[src/ftx_pkg.sv]
// Constants for the transmit and framer alarm event status block.
package ftx_pkg;
  localparam int ADDR_W = 8;
  // Register byte offsets
  localparam logic [7:0] OFS_TX_STATUS = 8'h00;
  localparam logic [7:0] OFS_ALARM_STATUS = 8'h04;
  localparam logic [7:0] OFS_TX_MASK = 8'h08;
  localparam logic [7:0] OFS_ALARM_MASK = 8'h0C;
  localparam logic [7:0] OFS_GLOBAL_CONFIG = 8'h10;
  localparam logic [7:0] OFS_GLOBAL_SUMMARY = 8'h14;
  // Transmit event status bits
  localparam int TXB_UNDERRUN = 4;
  localparam int TXB_MF_BEGIN = 3;
  localparam int TXB_SUE = 2;
  localparam int TXB_LINE_CHG = 1;
  localparam int TXB_POOL_RDY = 0;
  localparam logic [7:0] TX_IMPL_MASK = 8'h1F;
  // Framer alarm status bits
  localparam int ALB_FRAME_REGAIN = 7;
  localparam int ALB_FRAME_LOST = 6;
  localparam int ALB_MF_REGAIN = 5;
  localparam int ALB_MF_LOST = 4;
  localparam int ALB_BLUE = 3;
  localparam int ALB_RED = 2;
  localparam int ALB_YEL_CLR = 1;
  localparam int ALB_YEL = 0;
  // Global config bits
  localparam int GCB_VISIBLE = 0;
  localparam int GCB_COS = 1;
  // Global summary bits
  localparam int GSB_TX = 0;
  localparam int GSB_ALARM = 1;
  // Reset values
  localparam logic [7:0] RST_STATUS = 8'h00;
  localparam logic [7:0] RST_MASK = 8'h00;
  localparam logic [1:0] RST_GCFG = 2'h0;
  // AXI responses
  localparam logic [1:0] RESP_OKAY = 2'h0;
  localparam logic [1:0] RESP_SLVERR = 2'h2;
  // Repeat period of the signaling unit error event while a bad frame persists
  localparam int CLK_PERIOD_NS = 10;
  localparam int SUE_REPEAT_NS = 10000;
  localparam int SUE_REPEAT_CYC = SUE_REPEAT_NS / CLK_PERIOD_NS;
  localparam int SUE_CNT_W = 10;
  localparam logic [SUE_CNT_W-1:0] SUE_REPEAT_LAST = SUE_CNT_W'(SUE_REPEAT_CYC - 1);
endpackage : ftx_pkg

[src/ftx_irq_status.sv]
// Transmit/HDLC and framer alarm event status registers with AXI4-Lite access.
// Behaviour
// RL1: Underrun mid-frame without end command aborts, flags.
// RL2: Underrun disables transmitter until status read.
// RL3: Software should keep underrun interrupt unmasked.
// RL4: Flag each transmitted multiframe start.
// RL5: SS7 only: flag when error count exceeds threshold.
// RL6: Bad-frame cause repeats error event until valid.
// RL7: Flag overload rise or any short change.
// RL8: Flag when queue has room for 32 bytes.
// RL9: Reading alarm status clears all its flags.
// RL10: Visible mode records masked events, no interrupt.
// RL11: Frame regain on sync-lost fall, sim end.
// RL12: Frame lost when sync lost, or simulating.
// RL13: Multiframe regain on fall in F12/F72, sim.
// RL14: Multiframe lost on rise in F12/F72, sim.
// RL15: Blue alarm set, change-of-state option, sim.
// RL16: Red alarm set, change-of-state option, sim.
// RL17: Yellow cleared on fall, or sim end clear.
// RL18: Yellow alarm on rise, and during simulation.
// RL19: Reading transmit status clears it, re-enables transmitter.
// RL20: Interrupt while any unmasked flag is set.
module ftx_irq_status (
  input wire logic aclk,
  input wire logic aresetn,
  input wire logic [7:0] s_axi_awaddr,
  input wire logic s_axi_awvalid,
  output logic s_axi_awready,
  input wire logic [31:0] s_axi_wdata,
  input wire logic [3:0] s_axi_wstrb,
  input wire logic s_axi_wvalid,
  output logic s_axi_wready,
  output logic [1:0] s_axi_bresp,
  output logic s_axi_bvalid,
  input wire logic s_axi_bready,
  input wire logic [7:0] s_axi_araddr,
  input wire logic s_axi_arvalid,
  output logic s_axi_arready,
  output logic [31:0] s_axi_rdata,
  output logic [1:0] s_axi_rresp,
  output logic s_axi_rvalid,
  input wire logic s_axi_rready,
  input wire logic hdlc_tx_queue_empty,
  input wire logic tx_frame_active,
  input wire logic tx_message_end_cmd,
  input wire logic tx_multiframe_start,
  input wire logic ss7_mode,
  input wire logic sue_count_exceeded,
  input wire logic sue_bad_frame,
  input wire logic sue_valid_frame,
  input wire logic tx_line_overload_bit,
  input wire logic tx_line_short_bit,
  input wire logic hdlc_tx_queue_room_32,
  input wire logic frame_sync_lost,
  input wire logic multiframe_sync_lost,
  input wire logic mf_format_f12_f72,
  input wire logic blue_alarm,
  input wire logic red_alarm,
  input wire logic remote_alarm_status_bit,
  input wire logic alarm_sim_active,
  output logic tx_abort_req,
  output logic tx_disabled,
  output logic event_irq
);

  typedef struct packed {
    logic [7:0] tx_stat;
    logic [7:0] al_stat;
    logic [7:0] tx_mask;
    logic [7:0] al_mask;
    logic [1:0] gcfg;
    logic tx_off;
    logic abort;
    logic p_ovl;
    logic p_short;
    logic p_room;
    logic p_lfa;
    logic p_multiframe_sync_lost;
    logic p_blue;
    logic p_red;
    logic p_rra;
    logic p_sim;
    logic p_sue;
    logic sue_bad;
    logic [ftx_pkg::SUE_CNT_W-1:0] sue_cnt;
    logic aw_ok;
    logic [7:0] aw_addr;
    logic w_ok;
    logic [7:0] w_data;
    logic w_lane0;
    logic bvalid;
    logic [1:0] bresp;
    logic rvalid;
    logic [31:0] rdata;
    logic [1:0] rresp;
  } ftx_state_t;

  ftx_state_t q;
  ftx_state_t next_q;

  // Masked events are only kept when visible mode is on
  function automatic logic [7:0] ftx_record(input logic [7:0] ev, input logic [7:0] mask,
                                            input logic visible_masked_status_en);
    ftx_record = ev & (~mask | {8{visible_masked_status_en}});
  endfunction : ftx_record

  function automatic logic ftx_pending(input logic [7:0] stat, input logic [7:0] mask);
    ftx_pending = |(stat & ~mask);
  endfunction : ftx_pending

  logic underrun;
  logic sue_tick;
  logic sim_end;
  logic rd_take;
  logic rd_tx;
  logic rd_al;
  logic [7:0] tx_ev;
  logic [7:0] al_ev;
  logic cos;
  logic underrun_hidden;

  assign cos = q.gcfg[ftx_pkg::GCB_COS];
  // Masked underrun outside visible mode is not recorded, lockout still applies
  assign underrun_hidden = q.tx_mask[ftx_pkg::TXB_UNDERRUN] & ~q.gcfg[ftx_pkg::GCB_VISIBLE];
  assign sim_end = q.p_sim & ~alarm_sim_active;
  assign underrun = tx_frame_active & hdlc_tx_queue_empty & ~tx_message_end_cmd & ~q.tx_off; // [RL1]
  assign sue_tick = q.sue_bad && (q.sue_cnt == ftx_pkg::SUE_REPEAT_LAST);
  assign rd_take = s_axi_arvalid & s_axi_arready;
  assign rd_tx = rd_take && (s_axi_araddr == ftx_pkg::OFS_TX_STATUS);
  assign rd_al = rd_take && (s_axi_araddr == ftx_pkg::OFS_ALARM_STATUS);

  always_comb begin
    tx_ev = 8'h00;
    tx_ev[ftx_pkg::TXB_UNDERRUN] = underrun; // [RL1]
    tx_ev[ftx_pkg::TXB_MF_BEGIN] = tx_multiframe_start; // [RL4]
    tx_ev[ftx_pkg::TXB_SUE] = ss7_mode & sue_count_exceeded & (~q.p_sue | sue_tick); // [RL5] [RL6]
    tx_ev[ftx_pkg::TXB_LINE_CHG] = (tx_line_overload_bit & ~q.p_ovl)
                                   | (tx_line_short_bit ^ q.p_short); // [RL7]
    tx_ev[ftx_pkg::TXB_POOL_RDY] = hdlc_tx_queue_room_32 & ~q.p_room & ~q.tx_off; // [RL8]
    al_ev = 8'h00;
    al_ev[ftx_pkg::ALB_FRAME_REGAIN] = (q.p_lfa & ~frame_sync_lost)
                                       | (sim_end & ~frame_sync_lost); // [RL11]
    al_ev[ftx_pkg::ALB_FRAME_LOST] = (frame_sync_lost & ~q.p_lfa) | alarm_sim_active; // [RL12]
    al_ev[ftx_pkg::ALB_MF_REGAIN] = (mf_format_f12_f72 & q.p_multiframe_sync_lost & ~multiframe_sync_lost)
                                    | alarm_sim_active; // [RL13]
    al_ev[ftx_pkg::ALB_MF_LOST] = (mf_format_f12_f72 & multiframe_sync_lost & ~q.p_multiframe_sync_lost)
                                  | alarm_sim_active; // [RL14]
    al_ev[ftx_pkg::ALB_BLUE] = (cos ? (blue_alarm ^ q.p_blue) : (blue_alarm & ~q.p_blue))
                               | alarm_sim_active; // [RL15]
    al_ev[ftx_pkg::ALB_RED] = (cos ? (red_alarm ^ q.p_red) : (red_alarm & ~q.p_red))
                              | alarm_sim_active; // [RL16]
    al_ev[ftx_pkg::ALB_YEL_CLR] = (q.p_rra & ~remote_alarm_status_bit)
                                  | (sim_end & ~remote_alarm_status_bit); // [RL17]
    al_ev[ftx_pkg::ALB_YEL] = (remote_alarm_status_bit & ~q.p_rra) | alarm_sim_active; // [RL18]
  end

  always_comb begin
    next_q = q;
    next_q.p_ovl = tx_line_overload_bit;
    next_q.p_short = tx_line_short_bit;
    next_q.p_room = hdlc_tx_queue_room_32;
    next_q.p_lfa = frame_sync_lost;
    next_q.p_multiframe_sync_lost = multiframe_sync_lost;
    next_q.p_blue = blue_alarm;
    next_q.p_red = red_alarm;
    next_q.p_rra = remote_alarm_status_bit;
    next_q.p_sim = alarm_sim_active;
    next_q.p_sue = ss7_mode & sue_count_exceeded;
    next_q.abort = underrun; // [RL1]

    // Bad-frame cause held until a valid frame arrives or SS7 mode is left
    if (sue_valid_frame || !ss7_mode) begin
      next_q.sue_bad = 1'b0; // [RL6]
    end else if (sue_bad_frame && sue_count_exceeded) begin
      next_q.sue_bad = 1'b1; // [RL6]
    end
    if (!q.sue_bad || sue_tick) begin
      next_q.sue_cnt = '0;
    end else begin
      next_q.sue_cnt = q.sue_cnt + 1'b1;
    end

    // Read clears, new events win over the clear
    if (rd_tx) begin
      next_q.tx_stat = ftx_pkg::RST_STATUS; // [RL19]
    end
    if (rd_al) begin
      next_q.al_stat = ftx_pkg::RST_STATUS; // [RL9]
    end
    next_q.tx_stat = next_q.tx_stat
                     | ftx_record(tx_ev, q.tx_mask, q.gcfg[ftx_pkg::GCB_VISIBLE]); // [RL10]
    next_q.al_stat = next_q.al_stat
                     | ftx_record(al_ev, q.al_mask, q.gcfg[ftx_pkg::GCB_VISIBLE]); // [RL10]

    // Transmitter stays locked out until the status register is read
    if (underrun) begin
      next_q.tx_off = 1'b1; // [RL2]
    end else if (rd_tx) begin
      next_q.tx_off = 1'b0; // [RL19]
    end

    // Write channel: address and data accepted in either order
    if (s_axi_awvalid && s_axi_awready) begin
      next_q.aw_ok = 1'b1;
      next_q.aw_addr = s_axi_awaddr;
    end
    if (s_axi_wvalid && s_axi_wready) begin
      next_q.w_ok = 1'b1;
      next_q.w_data = s_axi_wdata[7:0];
      next_q.w_lane0 = s_axi_wstrb[0];
    end
    if (q.aw_ok && q.w_ok && !q.bvalid) begin
      next_q.aw_ok = 1'b0;
      next_q.w_ok = 1'b0;
      next_q.bvalid = 1'b1;
      next_q.bresp = ftx_pkg::RESP_OKAY;
      unique case (q.aw_addr)
        ftx_pkg::OFS_TX_MASK: begin
          if (q.w_lane0) begin
            next_q.tx_mask = q.w_data & ftx_pkg::TX_IMPL_MASK;
          end
        end
        ftx_pkg::OFS_ALARM_MASK: begin
          if (q.w_lane0) begin
            next_q.al_mask = q.w_data;
          end
        end
        ftx_pkg::OFS_GLOBAL_CONFIG: begin
          if (q.w_lane0) begin
            next_q.gcfg = q.w_data[1:0];
          end
        end
        // Status and summary are read-only; writes are dropped
        ftx_pkg::OFS_TX_STATUS, ftx_pkg::OFS_ALARM_STATUS, ftx_pkg::OFS_GLOBAL_SUMMARY: begin
        end
        default: begin
          next_q.bresp = ftx_pkg::RESP_SLVERR;
        end
      endcase
    end else if (q.bvalid && s_axi_bready) begin
      next_q.bvalid = 1'b0;
    end

    // Read channel: one-cycle answer, status snapshot before clear
    if (rd_take) begin
      next_q.rvalid = 1'b1;
      next_q.rresp = ftx_pkg::RESP_OKAY;
      next_q.rdata = 32'h0000_0000;
      unique case (s_axi_araddr)
        ftx_pkg::OFS_TX_STATUS: next_q.rdata[7:0] = q.tx_stat;
        ftx_pkg::OFS_ALARM_STATUS: next_q.rdata[7:0] = q.al_stat;
        ftx_pkg::OFS_TX_MASK: next_q.rdata[7:0] = q.tx_mask;
        ftx_pkg::OFS_ALARM_MASK: next_q.rdata[7:0] = q.al_mask;
        ftx_pkg::OFS_GLOBAL_CONFIG: next_q.rdata[1:0] = q.gcfg;
        ftx_pkg::OFS_GLOBAL_SUMMARY: begin
          next_q.rdata[ftx_pkg::GSB_TX] = ftx_pending(q.tx_stat, q.tx_mask); // [RL10]
          next_q.rdata[ftx_pkg::GSB_ALARM] = ftx_pending(q.al_stat, q.al_mask); // [RL10]
        end
        default: next_q.rresp = ftx_pkg::RESP_SLVERR;
      endcase
    end else if (q.rvalid && s_axi_rready) begin
      next_q.rvalid = 1'b0;
    end
  end

  always_ff @(posedge aclk) begin
    if (!aresetn) begin
      q <= '0;
      q.tx_stat <= ftx_pkg::RST_STATUS;
      q.al_stat <= ftx_pkg::RST_STATUS;
      q.tx_mask <= ftx_pkg::RST_MASK;
      q.al_mask <= ftx_pkg::RST_MASK;
      q.gcfg <= ftx_pkg::RST_GCFG;
      q.bresp <= ftx_pkg::RESP_OKAY;
      q.rresp <= ftx_pkg::RESP_OKAY;
    end else begin
      q <= next_q;
    end
  end

  assign s_axi_awready = ~q.aw_ok & ~q.bvalid;
  assign s_axi_wready = ~q.w_ok & ~q.bvalid;
  assign s_axi_bvalid = q.bvalid;
  assign s_axi_bresp = q.bresp;
  assign s_axi_arready = ~q.rvalid;
  assign s_axi_rvalid = q.rvalid;
  assign s_axi_rdata = q.rdata;
  assign s_axi_rresp = q.rresp;
  assign tx_abort_req = q.abort;
  assign tx_disabled = q.tx_off; // [RL2]
  // Masking the underrun hides a locked transmitter from software
  assign event_irq = ftx_pending(q.tx_stat, q.tx_mask)
                     | ftx_pending(q.al_stat, q.al_mask); // [RL20] [RL3]

  chk_underrun_abort: assert property (@(posedge aclk) disable iff (!aresetn) // [RL1]
    underrun |=> tx_abort_req && tx_disabled
      && (q.tx_stat[ftx_pkg::TXB_UNDERRUN] || $past(underrun_hidden)))
    else $error("underrun did not abort and flag");

  chk_lockout_hold: assert property (@(posedge aclk) disable iff (!aresetn) // [RL2]
    (tx_disabled && !rd_tx) |=> tx_disabled)
    else $error("transmitter re-enabled without status read");

  chk_read_reenable: assert property (@(posedge aclk) disable iff (!aresetn) // [RL19]
    (rd_tx && !underrun) |=> !tx_disabled
      && ((q.tx_stat & ~$past(tx_ev)) == 8'h00))
    else $error("transmit status read did not clear");

  chk_alarm_clear: assert property (@(posedge aclk) disable iff (!aresetn) // [RL9]
    rd_al |=> ((q.al_stat & ~$past(al_ev)) == 8'h00))
    else $error("alarm status read did not clear");

  chk_read_order: assert property (@(posedge aclk) disable iff (!aresetn) // [RL9]
    rd_al |=> s_axi_rvalid && (s_axi_rdata[7:0] == $past(q.al_stat)))
    else $error("alarm read returned wrong snapshot");

  chk_irq_level: assert property (@(posedge aclk) disable iff (!aresetn) // [RL20]
    event_irq == (|(q.tx_stat & ~q.tx_mask) || |(q.al_stat & ~q.al_mask)))
    else $error("interrupt output disagrees with flags");

  chk_masked_hidden: assert property (@(posedge aclk) disable iff (!aresetn) // [RL10]
    (q.gcfg[ftx_pkg::GCB_VISIBLE] && (q.al_mask == 8'hFF) && $fell(remote_alarm_status_bit)
      && $past(aresetn) && !event_irq && ((tx_ev & ~q.tx_mask) == 8'h00))
      |=> q.al_stat[ftx_pkg::ALB_YEL_CLR] && !event_irq)
    else $error("masked event raised interrupt");

  chk_sue_gate: assert property (@(posedge aclk) disable iff (!aresetn) // [RL5]
    (!ss7_mode && !rd_tx && !q.tx_stat[ftx_pkg::TXB_SUE]) |=> !q.tx_stat[ftx_pkg::TXB_SUE])
    else $error("error flag set outside signaling mode");

  chk_yellow_rise: assert property (@(posedge aclk) disable iff (!aresetn) // [RL18]
    ($rose(remote_alarm_status_bit) && !q.al_mask[ftx_pkg::ALB_YEL])
      |=> q.al_stat[ftx_pkg::ALB_YEL])
    else $error("remote alarm rise not flagged");

  chk_frame_regain: assert property (@(posedge aclk) disable iff (!aresetn) // [RL11]
    ($fell(frame_sync_lost) && $past(aresetn) && !q.al_mask[ftx_pkg::ALB_FRAME_REGAIN])
      |=> q.al_stat[ftx_pkg::ALB_FRAME_REGAIN])
    else $error("frame regain not flagged");

  // Edge checks skip the first cycle after reset, where the held history is cleared
  chk_mf_begin: assert property (@(posedge aclk) disable iff (!aresetn) // [RL4]
    (tx_multiframe_start && !q.tx_mask[ftx_pkg::TXB_MF_BEGIN])
      |=> q.tx_stat[ftx_pkg::TXB_MF_BEGIN])
    else $error("multiframe begin not flagged");

  chk_line_short: assert property (@(posedge aclk) disable iff (!aresetn) // [RL7]
    ($changed(tx_line_short_bit) && $past(aresetn) && !q.tx_mask[ftx_pkg::TXB_LINE_CHG])
      |=> q.tx_stat[ftx_pkg::TXB_LINE_CHG])
    else $error("line short change not flagged");

  chk_pool_ready: assert property (@(posedge aclk) disable iff (!aresetn) // [RL8]
    ($rose(hdlc_tx_queue_room_32) && $past(aresetn) && !tx_disabled
      && !q.tx_mask[ftx_pkg::TXB_POOL_RDY]) |=> q.tx_stat[ftx_pkg::TXB_POOL_RDY])
    else $error("pool ready not flagged");

  chk_sim_lost: assert property (@(posedge aclk) disable iff (!aresetn) // [RL12]
    (alarm_sim_active && !q.al_mask[ftx_pkg::ALB_FRAME_LOST])
      |=> q.al_stat[ftx_pkg::ALB_FRAME_LOST])
    else $error("frame loss not flagged during simulation");

  chk_mf_lost: assert property (@(posedge aclk) disable iff (!aresetn) // [RL14]
    ($rose(multiframe_sync_lost) && $past(aresetn) && mf_format_f12_f72
      && !q.al_mask[ftx_pkg::ALB_MF_LOST]) |=> q.al_stat[ftx_pkg::ALB_MF_LOST])
    else $error("multiframe loss not flagged");

  chk_blue_fall: assert property (@(posedge aclk) disable iff (!aresetn) // [RL15]
    ($fell(blue_alarm) && $past(aresetn) && q.gcfg[ftx_pkg::GCB_COS]
      && !q.al_mask[ftx_pkg::ALB_BLUE]) |=> q.al_stat[ftx_pkg::ALB_BLUE])
    else $error("blue alarm change not flagged");

  chk_red_rise: assert property (@(posedge aclk) disable iff (!aresetn) // [RL16]
    ($rose(red_alarm) && $past(aresetn) && !q.al_mask[ftx_pkg::ALB_RED])
      |=> q.al_stat[ftx_pkg::ALB_RED])
    else $error("red alarm rise not flagged");

endmodule : ftx_irq_status

[config.mk]
export PLATFORM = sky130hd
export DESIGN_NAME = ftx_irq_status
export DESIGN_NICKNAME = d
export VERILOG_FILES = /design/src/ftx_pkg.sv /design/src/ftx_irq_status.sv
export SDC_FILE = /design/constraint.sdc
export NUM_CORES = 1
export LEC_CHECK = 0
export ABC_CLOCK_PERIOD_IN_PS = 2700
export BUFFER_PORTS_ARGS = -buffer_cell sky130_fd_sc_hd__buf_2
export CORE_ASPECT_RATIO = 1.75
export CORE_MARGIN = 2
export CORE_UTILIZATION = 48
export DETAILED_ROUTE_END_ITERATION = 10
export HOLD_SLACK_MARGIN = 0.1
export MAX_ROUTING_LAYER = met4
export PLACE_DENSITY_LB_ADDON = 0.25
export REMOVE_ABC_BUFFERS = 1
export SLEW_MARGIN = 20
export SYNTH_ARGS = -nofsm -noshare
export SYNTH_HDL_FRONTEND = slang
export SYNTH_SLANG_ARGS = --single-unit
export TNS_END_PERCENT = 1
[constraint.sdc]
create_clock -name aclk -period 2.7 [get_ports aclk]
set_clock_uncertainty 0.2 [all_clocks]
set_input_delay 0.135 -clock aclk [delete_from_list [all_inputs] [get_ports aclk]]
set_output_delay 0.135 -clock aclk [all_outputs]
set_load 0.02 [all_outputs]
Word level (Yosys, flattened, before mapping). Cells that the tools add are included.

Register bits: 87. Input bits: 77. Output and inout port bits: 44. Logic and storage cells: 152.

Add/subtract/negate cells: 1. Equality and inequality tests: 11. Mux-type cells: 14. Bitwise gates (word level): 67. Reduce and logical (&&, ||, !) cells: 30.

Operators by type and width (count): $eq 8x4->1 const B (4); $eq 8x5->1 const B (4); $or 8x8->8 (4); $and 1x1->1 (24); $and 8x8->8 (3); $pmux 6 s4 (1); $not 1->1 (19); $eq 8x3->1 const B (2); $logic_not 8->1 (2); $mux 8 (2); $reduce_or 8->1 (2); $pmux 2 s6 (1); $reduce_or 6->1 (2); $or 1x1->1 (11); $add 10x1->10 const B (1); $eq 10x10->1 const B (1); $logic_and 1x1->1 (10); $reduce_and 3->1 (3); $and 5x8->8 (1); $mux 1 (8); $not 5->8 (1); $not 8->8 (1); $reduce_bool 2->1 (3); $reduce_or 2->1 (3); 4 further kinds (10).

Logic depth before layout (Yosys ltp).
Word-level depth: 6. Gate-level depth with buffers: 6. Depth with buffers taken out: 6.

Worst setup path before layout. No wires, ideal clock.

Path type: register to register. Start: register q[49] (netlist name). End: register q[82] (netlist name). Setup time: 0.128 ns. Arrival: 1.777 ns. Data required time: 2.372 ns. Slack: 0.596 ns. Stages on the path, launching flop included: 6. Path buffers: 1. Period minus slack after synthesis: 2.104 ns. Path through: dfxtp_1 or4_1 buf_2 nor4_4 mux2i_1 nor2_1.

Word-level cells in the longest chain between the ends: 2.

RTL lines: from (decl) (line ftx_irq_status.sv:98) `ftx_state_t q;`; from (signal assigned) (line ftx_irq_status.sv:277) `q <= next_q;`; $eq 8x4->1 (line ftx_irq_status.sv:217) `unique case (q.aw_addr)`; $reduce_and 3->1 (no line).

No other way between the ends. A chain may end at the register's enable or synchronous reset.

Final worst setup path.
Start: input s_axi_araddr[2]. End: register q[105] (netlist name).

Word-level cells in the longest chain between the ends: 4.

RTL lines: from (decl) (line ftx_irq_status.sv:36) `input wire logic [7:0] s_axi_araddr,`; $eq 8x3->1 (line ftx_irq_status.sv:130) `assign rd_al = rd_take && (s_axi_araddr == ftx_pkg::OFS_ALARM_STATUS);`; $logic_and 1x1->1 (line ftx_irq_status.sv:130); $mux 8 (line ftx_irq_status.sv:187) `if (rd_al) begin`; $or 8x8->8 (line ftx_irq_status.sv:193) `| ftx_record(al_ev, q.al_mask, q.gcfg[ftx_pkg::GCB_VISIBLE]);`.

No other way between the ends.

==> flow_summary.ini <==
[global_routing]
grt_pass1_wl_mm = 14.2
track_usage_pct = 21.3
antenna_found_initial = 0
grt_overflow = 0
grt_pass1_vias = 3210
grt_max_degree = 58

[power_and_ir_drop]
leakagePower_nw = 1.99
ir_drop_uv = 380
p_sw_w = 0.000673
total_power_w = 0.00275
clockPowerShare_pct = 40.6
seq_power_share_pct = 47.0
combPwrFrac_pct = 12.4
swShare_pct = 24.4
power_density_nw_per_um2 = 566
internal_power_w = 0.00208

[drt]
routed_wl_mm = 8.66
ant_nets = 0
dr_total_vias = 3311
dr.pass1.iters = 4
drt_iter0_drc = 169
via_per_inst = 5.18
drc = 0
wire_per_inst_um = 13.5

[cts]
ctsHtreeMaxLevel = 3
numCtsBuffers = 9
clock_latency_ns = 0.33
clockBufferDepth = 2
cts_tree = done
clk_pin_slew_worst_paths_ns = 0.06
cts.sinks = 82
root_buffer = clkbuf_16
cts_setup_buffers = 0

[logic_synthesis]
synth-main-ff-cell = dfxtp_1
synth_seq_area_share_pct = 43.7
synth_cell_types = 50
postSynthCellCount = 432
yosysMostFrequentCell = dfxtp_1
yosys-top-cells-area = dfxtp_1, buf_4, nand2_1
synth.avg_cell_area_um2 = 8.69
ys_top_cells_by_count = dfxtp_1, nand2_1, nor2_1, a21oi_1, buf_4
synth_edf_count = 0
yosysWarnings = 0
post-synth-top-area-cell = dfxtp_1
yosysTopAreaCellShare_pct = 43.7
ys_seq_elements = 82
synth_async_sr_flop_share_pct = 0
syn_area_um2 = 3750

[hold_path]
hp-class = primary input to register
hold_depth = 3
worstHoldStart = s_axi_wvalid
hold_path_end = q[47]$_SDFFE_PP0P_

[setup_path]
cp.arrival_ns = 2.45
worstSetupEndpointType = register
crit_path_max_fanout = 11
path_common_cell = dlygate4sd3_1
timing.rr.end = q[105]$_SDFF_PN0_
r2r_setup_slack_ns = 0.47
crit_chain = dlygate4sd3_1, buf_2, nor3b_1, nand4_1, nand3_1, o41ai_1, dlygate4sd3_1
rr_worst_depth = 6
crit-reg2reg-launch = s_axi_rvalid$_SDFFE_PN0P_
cpMaxStageDelayCell = dlygate4sd3_1
crit_type = primary input to register
crit_path_max_incr_delay_ns = 0.57
required_ns = 2.72
cp-start-kind = primary input

[sta]
setup_tns_ns = 0
final-setup-viol-count = 0
period_minus_slack_ns = 2.43
grt_setup_unrepaired = no
fmax_mhz = 411
fin_crit_sh_pct = 90.1
drv_slew = 0
relSlewSlack_pct = 58.0
tightest_slew_ns = 0.625
hold_viol_final = 0

[die]
rows = 42
core_um2 = 7570
die_w_um = 70.8
floorplan.die_area_um2 = 8570
ios = 121
die_y_um = 121
start_util_pct = 49.6

[outcome]
outcome = completed

[final_layout]
area_growth_pct = 29.6
nets = 627
diodes = 0
drive_gt1_share_pct = 17.1

[run]
drv_cap = 0

[place]
gp_congestion = 0.886
numPortBuffers = 67
dp_hpwl_mm = 5.83
[layout make-up]
cell class / instances / area [um2]
Fill cell: 640 / 2700
Multi-Input combinational cell: 302 / 1800
Sequential cell: 82 / 1640
Timing Repair Buffer: 131 / 966
Clock buffer: 12 / 256
Tap cell: 88 / 110
Inverter: 21 / 78.8
Clock inverter: 3 / 15.0
[state kept, by name (all words and copies together), names as in the netlist]
register and flops:
q 67, s_axi_rdata 8, cos 1, s_axi_bresp 1, s_axi_bvalid 1, s_axi_rresp 1, s_axi_rvalid 1, tx_abort_req 1
tx_disabled 1
[how the worst max path moves through the flow]
stage | slack (ns) | start | cells past startpoint | to
floorplan | 0.54 | q[49]$_SDFFE_PN0P_ | 4 | q[82]$_SDFFE_PN0P_
global placement | 0.57 | q[49]$_SDFFE_PN0P_ | 4 | q[80]$_SDFFE_PN0P_
detailed placement | 0.53 | q[49]$_SDFFE_PN0P_ | 4 | q[94]$_SDFFE_PN0P_
CTS | 0.31 | s_axi_araddr[2] | 7 | q[105]$_SDFF_PN0_
global route | 0.17 | s_axi_araddr[2] | 7 | q[105]$_SDFF_PN0_
finish | 0.27 | s_axi_araddr[2] | 7 | q[105]$_SDFF_PN0_
[stage by stage]
stage	instances	instance area (um2)	setup WS (ns)	hold WS [ns]	util [%]
floorplan	405	3520	0.543	0.0129	-
global placement	564	3990	0.573	0.101	52.7
detailed placement	564	3990	0.530	0.114	52.7
CTS	639	4860	0.315	0.128	64.3
global route	639	4860	0.169	0.167	64.3
finish	639	4860	0.267	0.128	64.3
[power by group through the flow]
stage	combinational (W)	clock [W]	sequential (W)
3_3_place_gp	0.000263	0	0.00132
5_1_grt	0.000376	0.00118	0.00130
3_5_place_dp	0.000271	0	0.00132
4_1_cts	0.000338	0.00113	0.00129
2_1_floorplan	0.000170	0	0.00132
6_report	0.000341	0.00112	0.00130
[per-layer routing]
| metal | global-route usage [%] | vias up | wire length, um |
|---|---|---|---|
| met1 | 21.3 | 1541 | 3240 |
| met4 | 11.7 | 0 | 264 |
| li1 | - | 1653 | - |
| met5 | - | - | 0 |
| met3 | 3.32 | 21 | 325 |
| met2 | 38.7 | 96 | 4820 |
[cell usage in the layout (no fill, tap or decap), types with 7 or more instances in the layout]
cell type,instances
nor2_1,39
dfxtp_1,82
clkbuf_16,9
and2_1,12
nand2b_1,11
conb_1,26
nand3_1,8
dlygate4sd3_1,60
a21oi_1,38
mux2i_1,16
nor2b_1,8
nor3_1,8
buf_2,67
inv_1,20
nand2_1,61
o21ai_0,7
[worst max-delay path: cells and delay by family]
family | cells | cell delay, ns
AND/OR/NAND/NOR | 3 | 0.86
buffers and inverters | 3 | 1.36
AO/OA/AOI/OAI | 1 | 0.09
[cells by family after synthesis]
family	Yosys count	share of synthesized area [%]
buffers and inverters	73	10.9
DFF	82	43.7
xor gates and xnor gates	9	2.10
and+or+nand+nor	166	21.8
other	1	0.0999
AOI/OAI and AO/OA	77	13.4
muxes	21	6.97
adders and majority gates	3	1.00
[timing repair]
action,in CTS,in global routing
endpoints found under the hold margin,53,0
hold buffers,60,0
gates resized for setup,0,0
Note: power is estimated with default switching activity, not from simulation.
